## src/epci_pkg.sv

```systemverilog
package epci_pkg;

	////////////////////////////////////////////////////////////////////////////////
	// Sizes
	localparam int unsigned EXT_LINES = 3;
	localparam int unsigned GROUPS    = 5;
	localparam int unsigned GROUP_W   = 8;
	localparam int unsigned PIN_W     = 40;

	////////////////////////////////////////////////////////////////////////////////
	// Data-space offsets
	localparam logic [7:0] ADDR_PC_FLAGS  = 8'h3b;
	localparam logic [7:0] ADDR_EXT_FLAGS = 8'h3c;
	localparam logic [7:0] ADDR_PC_EN     = 8'h68;
	localparam logic [7:0] ADDR_MASK0     = 8'h6b;
	localparam logic [7:0] ADDR_MASK1     = 8'h6c;
	localparam logic [7:0] ADDR_MASK2     = 8'h6d;

	// I/O-space view sits below data space by this distance
	localparam logic [7:0] IO_SPACE_OFS   = 8'h20;
	localparam logic [7:0] IO_PC_FLAGS    = ADDR_PC_FLAGS - IO_SPACE_OFS;
	localparam logic [7:0] IO_EXT_FLAGS   = ADDR_EXT_FLAGS - IO_SPACE_OFS;

	////////////////////////////////////////////////////////////////////////////////
	// Reset values
	localparam logic [7:0] REG_RESET      = 8'h00;
	localparam logic [2:0] EXT_RESET      = 3'h0;
	localparam logic [4:0] GRP_RESET      = 5'h00;
	localparam logic [39:0] PIN_RESET     = 40'h00_0000_0000;
	localparam logic [2:0] RSV_EXT_ZERO   = 3'h0;
	localparam logic [4:0] RSV_EXT_FILL   = 5'h00;
	localparam logic [2:0] RSV_PC_FILL    = 3'h0;

	////////////////////////////////////////////////////////////////////////////////
	// Sense modes of an external line
	typedef enum logic [1:0] {
		EPCI_SENSE_LOW  = 2'h0,
		EPCI_SENSE_ANY  = 2'h1,
		EPCI_SENSE_FALL = 2'h2,
		EPCI_SENSE_RISE = 2'h3
	} epci_sense_t;

	////////////////////////////////////////////////////////////////////////////////
	// One core access to the I/O or data space
	typedef struct packed {
		logic       io_space;
		logic [7:0] addr;
		logic       wr;
		logic       rd;
		logic [7:0] wdata;
	} epci_bus_req_t;

endpackage : epci_pkg

```

## src/epci_irq_flags.sv

```systemverilog
`timescale 1ns/1ps

// Contract
// - Edge or change on an external line sets its pending flag.
// - External vector requested only with global enable, line enable and flag set; in low-level mode the low pin stands in for the flag.
// - Vector execution clears the matching external or group flag.
// - Writing one clears a flag; writing zero leaves it.
// - External flag held zero while its line senses low level.
// - Group n enabled only with its enable bit and global enable.
// - Group 4 covers inputs 39:32 with its own vector.
// - Group 3 covers 31:24, group 2 covers 23:16, separate vectors.
// - Group 1 covers inputs 15:8.
// - Group 0 covers inputs 7:0 with a separate vector.
// - Masked change in a group sets that group's flag.
// - Group vector requested only with flag, group enable and global enable.
// - Input contributes only with its mask bit and group enable set.
// - Inputs with cleared mask bit are ignored.
// - Flag registers decode at data offsets and at offsets minus 0x20.
// - Flags, group enables and masks reset to zero.
// - Group enable bits 4..0 sit at bit positions 4..0.
// - Two-bit sense code: low, any change, falling, rising.
// - Pin changes raise a wake indication without a register access.
module epci_irq_flags (
	input  wire logic                                 core_clk,
	input  wire logic                                 arst_n,
	input  wire epci_pkg::epci_bus_req_t              bus_req,
	output logic [7:0]                                bus_rdata,
	input  wire logic                                 global_irq_en,
	input  wire logic [2:0]                           external_line_enables,
	input  wire epci_pkg::epci_sense_t [2:0]          ext_line_sense_select,
	input  wire logic [2:0]                           ext_line_pins,
	input  wire logic [39:0]                          pin_change_input,
	input  wire logic [7:0]                           pin_change_mask_group3,
	input  wire logic [7:0]                           pin_change_mask_group4,
	input  wire logic [2:0]                           ext_vector_ack,
	input  wire logic [4:0]                           group_vector_ack,
	output logic [2:0]                                ext_irq_req,
	output logic [4:0]                                group_irq_req,
	output logic                                      pin_change_wake
);

	////////////////////////////////////////////////////////////////////////////////
	// State
	logic [39:0] pins_prev_r;
	logic [39:0] pins_prev_nxt;
	logic [2:0]  ext_prev_r;
	logic [2:0]  ext_prev_nxt;
	logic        primed_r;
	logic        primed_nxt;

	logic [2:0]  ext_flags_r;
	logic [2:0]  ext_flags_nxt;
	logic [4:0]  pc_flags_r;
	logic [4:0]  pc_flags_nxt;

	logic [4:0]  pc_en_r;
	logic [4:0]  pc_en_nxt;
	logic [7:0]  mask0_r;
	logic [7:0]  mask0_nxt;
	logic [7:0]  mask1_r;
	logic [7:0]  mask1_nxt;
	logic [7:0]  mask2_r;
	logic [7:0]  mask2_nxt;

	logic [7:0]  rdata_r;
	logic [7:0]  rdata_nxt;

	////////////////////////////////////////////////////////////////////////////////
	// Decode
	logic hit_pc_flags;
	logic hit_ext_flags;
	logic hit_pc_en;
	logic hit_mask0;
	logic hit_mask1;
	logic hit_mask2;

	always_comb
	begin
		hit_pc_flags  = 1'b0;
		hit_ext_flags = 1'b0;
		hit_pc_en     = 1'b0;
		hit_mask0     = 1'b0;
		hit_mask1     = 1'b0;
		hit_mask2     = 1'b0;
		if (bus_req.io_space)
		begin
			// Only the flag registers have an I/O-space alias
			if (bus_req.addr == epci_pkg::IO_PC_FLAGS)
				hit_pc_flags = 1'b1;
			else if (bus_req.addr == epci_pkg::IO_EXT_FLAGS)
				hit_ext_flags = 1'b1;
		end
		else if (bus_req.addr == epci_pkg::ADDR_PC_FLAGS)
			hit_pc_flags = 1'b1;
		else if (bus_req.addr == epci_pkg::ADDR_EXT_FLAGS)
			hit_ext_flags = 1'b1;
		else if (bus_req.addr == epci_pkg::ADDR_PC_EN)
			hit_pc_en = 1'b1;
		else if (bus_req.addr == epci_pkg::ADDR_MASK0)
			hit_mask0 = 1'b1;
		else if (bus_req.addr == epci_pkg::ADDR_MASK1)
			hit_mask1 = 1'b1;
		else if (bus_req.addr == epci_pkg::ADDR_MASK2)
			hit_mask2 = 1'b1;
	end

	////////////////////////////////////////////////////////////////////////////////
	// Change detection
	logic [39:0] mask_all;
	logic [39:0] pin_diff;
	logic [4:0]  grp_set_c;
	logic [2:0]  ext_set_c;
	logic [2:0]  ext_level_c;

	// Group order 4..0 maps to inputs 39:32 .. 7:0
	assign mask_all = {pin_change_mask_group4, pin_change_mask_group3,
		mask2_r, mask1_r, mask0_r};
	// First sample after reset is not a change
	assign pin_diff = (pin_change_input ^ pins_prev_r) & {40{primed_r}};

	genvar g;
	generate
		for (g = 0; g < 5; g++)
		begin : gen_group
			// Mask bit and group enable both gate each input
			assign grp_set_c[g] = pc_en_r[g] &
				(|(pin_diff[g*8 +: 8] & mask_all[g*8 +: 8]));
		end
		for (g = 0; g < 3; g++)
		begin : gen_ext
			always_comb
			begin
				ext_set_c[g]   = 1'b0;
				ext_level_c[g] = 1'b0;
				case (ext_line_sense_select[g])
					epci_pkg::EPCI_SENSE_LOW:
						ext_level_c[g] = 1'b1;
					epci_pkg::EPCI_SENSE_ANY:
						ext_set_c[g] = primed_r & (ext_line_pins[g] ^ ext_prev_r[g]);
					epci_pkg::EPCI_SENSE_FALL:
						ext_set_c[g] = primed_r & ext_prev_r[g] & ~ext_line_pins[g];
					epci_pkg::EPCI_SENSE_RISE:
						ext_set_c[g] = primed_r & ~ext_prev_r[g] & ext_line_pins[g];
					default:
						ext_set_c[g] = 1'b0;
				endcase
			end
		end
	endgenerate

	// Unregistered so a change is flagged before the next core access
	assign pin_change_wake = |grp_set_c;

	always_comb
	begin
		pins_prev_nxt = pin_change_input;
		ext_prev_nxt  = ext_line_pins;
		primed_nxt    = 1'b1;
	end

	always_ff @(posedge core_clk or negedge arst_n)
	begin
		if (!arst_n)
		begin
			pins_prev_r <= epci_pkg::PIN_RESET;
			ext_prev_r  <= epci_pkg::EXT_RESET;
			primed_r    <= 1'b0;
		end
		else
		begin
			pins_prev_r <= pins_prev_nxt;
			ext_prev_r  <= ext_prev_nxt;
			primed_r    <= primed_nxt;
		end
	end

	////////////////////////////////////////////////////////////////////////////////
	// Pending flags
	logic [2:0] ext_clr_c;
	logic [4:0] pc_clr_c;

	always_comb
	begin
		ext_clr_c = ext_vector_ack;
		pc_clr_c  = group_vector_ack;
		if (bus_req.wr && hit_ext_flags)
			ext_clr_c = ext_clr_c | bus_req.wdata[2:0];
		if (bus_req.wr && hit_pc_flags)
			pc_clr_c = pc_clr_c | bus_req.wdata[4:0];
		// Set beats a clear landing in the same cycle
		ext_flags_nxt = ((ext_flags_r & ~ext_clr_c) | ext_set_c) & ~ext_level_c;
		pc_flags_nxt  = (pc_flags_r & ~pc_clr_c) | grp_set_c;
	end

	always_ff @(posedge core_clk or negedge arst_n)
	begin
		if (!arst_n)
		begin
			ext_flags_r <= epci_pkg::EXT_RESET;
			pc_flags_r  <= epci_pkg::GRP_RESET;
		end
		else
		begin
			ext_flags_r <= ext_flags_nxt;
			pc_flags_r  <= pc_flags_nxt;
		end
	end

	////////////////////////////////////////////////////////////////////////////////
	// Enables and masks
	always_comb
	begin
		pc_en_nxt = pc_en_r;
		mask0_nxt = mask0_r;
		mask1_nxt = mask1_r;
		mask2_nxt = mask2_r;
		if (bus_req.wr)
		begin
			// Upper bits dropped: reserved
			if (hit_pc_en)
				pc_en_nxt = bus_req.wdata[4:0];
			if (hit_mask0)
				mask0_nxt = bus_req.wdata;
			if (hit_mask1)
				mask1_nxt = bus_req.wdata;
			if (hit_mask2)
				mask2_nxt = bus_req.wdata;
		end
	end

	always_ff @(posedge core_clk or negedge arst_n)
	begin
		if (!arst_n)
		begin
			pc_en_r <= epci_pkg::GRP_RESET;
			mask0_r <= epci_pkg::REG_RESET;
			mask1_r <= epci_pkg::REG_RESET;
			mask2_r <= epci_pkg::REG_RESET;
		end
		else
		begin
			pc_en_r <= pc_en_nxt;
			mask0_r <= mask0_nxt;
			mask1_r <= mask1_nxt;
			mask2_r <= mask2_nxt;
		end
	end

	////////////////////////////////////////////////////////////////////////////////
	// Read path: data one cycle after the strobe, held until the next read
	always_comb
	begin
		rdata_nxt = rdata_r;
		if (bus_req.rd)
		begin
			if (hit_pc_flags)
				rdata_nxt = {epci_pkg::RSV_PC_FILL, pc_flags_r};
			else if (hit_ext_flags)
				rdata_nxt = {epci_pkg::RSV_EXT_FILL, ext_flags_r};
			else if (hit_pc_en)
				rdata_nxt = {epci_pkg::RSV_PC_FILL, pc_en_r};
			else if (hit_mask0)
				rdata_nxt = mask0_r;
			else if (hit_mask1)
				rdata_nxt = mask1_r;
			else if (hit_mask2)
				rdata_nxt = mask2_r;
			else
				rdata_nxt = epci_pkg::REG_RESET;
		end
	end

	always_ff @(posedge core_clk or negedge arst_n)
	begin
		if (!arst_n)
			rdata_r <= epci_pkg::REG_RESET;
		else
			rdata_r <= rdata_nxt;
	end

	assign bus_rdata = rdata_r;

	////////////////////////////////////////////////////////////////////////////////
	// Vector requests
	always_comb
	begin
		for (int i = 0; i < 3; i++)
		begin
			// Level mode requests straight from the low pin, as its flag stays clear
			ext_irq_req[i] = global_irq_en & external_line_enables[i] &
				(ext_level_c[i] ? ~ext_line_pins[i] : ext_flags_r[i]);
		end
		group_irq_req = pc_flags_r & pc_en_r & {5{global_irq_en}};
	end
endmodule : epci_irq_flags

```

## config.mk

```make
export PLATFORM = sky130hd
export DESIGN_NAME = epci_irq_flags
export DESIGN_NICKNAME = d
export VERILOG_FILES = /design/src/epci_pkg.sv /design/src/epci_irq_flags.sv
export SDC_FILE = /design/constraint.sdc
export NUM_CORES = 1
export LEC_CHECK = 0
export BUFFER_PORTS_ARGS = -buffer_cell sky130_fd_sc_hd__buf_2
export CORE_ASPECT_RATIO = 0.9
export CORE_MARGIN = 2
export CORE_UTILIZATION = 48
export DETAILED_ROUTE_END_ITERATION = 8
export GPL_ROUTABILITY_DRIVEN = 0
export PLACE_DENSITY = 0.74
export SETUP_SLACK_MARGIN = 0.02
export SKIP_LAST_GASP = 1
export SLEW_MARGIN = 20
export SYNTH_ARGS = -nofsm -noshare
export SYNTH_HDL_FRONTEND = slang
export SYNTH_SLANG_ARGS = --single-unit
```

## constraint.sdc

```tcl
create_clock -name core_clk -period 2.9 [get_ports core_clk]
set_input_delay 0.145 -clock core_clk [delete_from_list [all_inputs] [get_ports core_clk]]
set_output_delay 0.145 -clock core_clk [all_outputs]
set_load 0.01 [all_outputs]
```

==> flow_summary.json <==
{
  "core_area_um2": 8180,
  "synthAdderAreaFrac_pct": 0,
  "track_usage_pct": 22.7,
  "combPwrFrac_pct": 12.7,
  "initial_utilization_pct": 50.1,
  "finalWorstSetupSlack_ns": 0.914,
  "p_per_area_nw_per_um2": 462,
  "synth_area_leader_cell": "dfrtp_1",
  "fin_hold_ws_ns": 0.0276,
  "rsz0062_at_grt": "false",
  "crit_path_top_delay_cell": "dlygate4sd3_1",
  "rows": 31,
  "place_inst": 571,
  "clkSinkCount": 89,
  "p_clk_share_pct": 34.7,
  "crit_chain": "dlygate4sd3_1, buf_2, xor2_1, a22oi_1, a41oi_1, nor3_1, nand2_1, buf_2",
  "crit_top_cell": "buf_2",
  "ys_types": 45,
  "grt_max_degree": 90,
  "die_w_um": 101,
  "vias_per_cell": 5.25,
  "tns_ns": 0,
  "io_pins": 115,
  "syn-num-nets": 447,
  "synth-xor-area-share_pct": 8.75,
  "detail-route-antenna-nets": 0,
  "worstHoldStart": "ext_line_sense_select[4]",
  "relSlewSlack_pct": 47.0,
  "max_stage_delay_ns": 0.54,
  "fin_crit_ns": 1.99,
  "r2r_slack_ns": 1.49,
  "dieArea_um2": 9310,
  "vias": 3313,
  "n_antenna_cell": 0,
  "p_int_mw": 1.88,
  "root_buffer": "clkbuf_8",
  "synthArstFlopShare_pct": 100,
  "area_delta_synth_final_pct": 32.7,
  "final_nets": 609,
  "status": "complete, no violations",
  "clkLatencyLatePin_ns": 0.36,
  "leakage_nw": 2.62,
  "synth_top_area_share_pct": 54.3,
  "crit_fanout": 2,
  "dieHeight_um": 91.7,
  "place_area_um2": 4800,
  "finalSetupViolCount": 0,
  "worstHoldPathCells": 2,
  "cts_tree": "built",
  "rr_startpoint": "pins_prev_r[5]$_DFF_PN0_",
  "final_cell_mix": "113 x buf_2, 89 x dfrtp_1, 44 x dlygate4sd3_1",
  "drcViolationCount": 0,
  "cts.path.max_buffers": 2,
  "synth_simple_gate_area_share_pct": 12.1,
  "crit_type": "primary input to output pin",
  "switching_share_pct": 25.4,
  "power_mw": 2.52,
  "worst-r2r-cell-count": 4,
  "yosysSeqAreaShare_pct": 54.3,
  "cap_viol_max_count": 0,
  "synth.avg_cell_area_um2": 11.8,
  "firstDrtPassIters": 4,
  "grt_pass1_wl_um": 16300,
  "synthMuxAreaShare_pct": 9.24,
  "worst_pin_slew_ns": 0.795,
  "drt_iter0_drc": 223,
  "worst_setup_path_end_kind": "output pin",
  "vdd_drop_max_uv": 357,
  "cts_made_buffers": 9,
  "dp_hpwl_um": 7380,
  "layout-drive-gt1-share_pct": 33.9,
  "cp_data_arrival_time_ns": 1.84,
  "worstSetupStartpointType": "primary input",
  "finalCritPeriodShare_pct": 68.5,
  "pre_cts_slack_ns": 0.952,
  "postLayoutCoreUtil_pct": 66.5,
  "fmax_mhz": 503,
  "synth_area_leaders": "dfrtp_1 54%, xor2_1 8.5%, mux2_2 8.5%",
  "antenna_found_initial": 0,
  "fin_area_um2": 5450,
  "hold_violations": 0,
  "overflow": 0,
  "required_ns": 2.76,
  "synth_compound_area_share_pct": 13.8,
  "synth_top_family_by_area": "compound AO/OA/AOI/OAI gates",
  "synth.cell_area_um2": 4100,
  "rr_endpoint": "pc_flags_r[0]$_DFF_PN0_",
  "hold_path.class": "primary input to register",
  "ys_ff_latch": 89,
  "syn-instance-count": 349,
  "seqPwrFrac_pct": 52.6,
  "ys.flop_type": "dfrtp_1",
  "skew_ns": 0.00895,
  "layout_commonest_cell": "buf_2",
  "slew_viol_final": 0,
  "wl_per_cell_um": 16.3,
  "fin_cells": 631,
  "hold-path-endpoint": "ext_flags_r[2]$_DFF_PN0_",
  "grt_pass1_vias": 3251,
  "cts.htree.levels": 3,
  "p_switching_mw": 0.639,
  "wirelength_um": 10300,
  "synth_warnings": 0,
  "synth-edff-count": 0,
  "clk_pin_slew_worst_paths_ns": 0.09,
  "io_buffers": 114
}
-- synth_stat cells (3+ instances only) --
| cell | count |
|---|---|
| nand4_1 | 3 |
| inv_1 | 11 |
| clkbuf_1 | 7 |
| nand2_1 | 19 |
| dfrtp_1 | 89 |
| nand3_1 | 11 |
| a21o_1 | 3 |
| a22o_1 | 7 |
| a211oi_1 | 3 |
| xor2_1 | 40 |
| o22ai_1 | 4 |
| a41oi_1 | 5 |
| a21oi_1 | 6 |
| nand3b_1 | 5 |
| mux2i_1 | 3 |
| a31oi_1 | 5 |
| nor2b_1 | 6 |
| o211ai_1 | 3 |
| a31o_2 | 5 |
| a22oi_1 | 21 |
| o21ai_0 | 13 |
| nor2_1 | 16 |
| nand2b_1 | 5 |
| mux2_2 | 31 |
| and3_1 | 5 |
-- state kept, by name, summed over array words and instances (netlist names), 3 cells and up --
register	count
pins_prev_r	40
bus_rdata	8
mask0_r	8
mask1_r	8
mask2_r	8
pc_en_r	5
pc_flags_r	5
ext_flags_r	3
ext_prev_r	3
-- kinds of logic (layout without fill, tap and decap cells) --
kind of cell,count (synthesis),count (layout)
AOI/OAI and AO/OA,79,79
other,1,1
xor gates and xnor gates,41,41
and+or+nand+nor,86,86
DFF,89,89
muxes,34,34
buffers and inverters,19,186
-- power groups by stage --
stage / logic (mW) / clock network [mW] / registers, mW
floorplan: 0.123 / 0 / 1.34
global placement: 0.264 / 0 / 1.35
detailed placement: 0.273 / 0 / 1.35
CTS: 0.318 / 0.903 / 1.32
global route: 0.354 / 0.954 / 1.33
finish: 0.320 / 0.875 / 1.32
-- critical path, delay by kind of cell --
family	cells	cell delay [ns]
AO/OA/AOI/OAI	2	0.44
AND/OR/NAND/NOR	2	0.28
buffers and inverters	3	0.81
XOR/XNOR	1	0.15
-- cell type report --
cell class	count	area (um^2)
tap	115	144
multi-input combinational	241	1810
clock buffer	11	141
sequential	89	2230
inverter	11	41.3
fill	654	2740
timing repair buffer	159	1020
clock inverter	5	62.6
-- metal layers --
layer  track usage [%]  vias up  routed length, um
met4              4.62        0                101
met2              36.1      101               4940
met5                 0        -                  0
met3              5.87        8                502
met1              31.7     1613               4710
li1                  -     1591                  -
-- how the worst max path moves through the flow --
stage	startpoint	cells after the start	end
2_1_floorplan	bus_req[15]	5	mask2_r[0]$_DFFE_PN0P_
3_3_place_gp	bus_req[17]	6	mask2_r[7]$_DFFE_PN0P_
3_5_place_dp	bus_req[17]	6	mask2_r[4]$_DFFE_PN0P_
4_1_cts	pin_change_input[23]	8	pin_change_wake
5_1_grt	pin_change_input[20]	8	pin_change_wake
6_report	pin_change_input[20]	8	pin_change_wake
-- repair_timing --
action | in CTS | in global routing
hold buffers | 43 | 1
hold endpoints to repair | 43 | 89
resized for setup | 0 | 0
setup buffers | 0 | 0
setup endpoints to repair | 0 | 0
(Power assumes the default switching activity.)
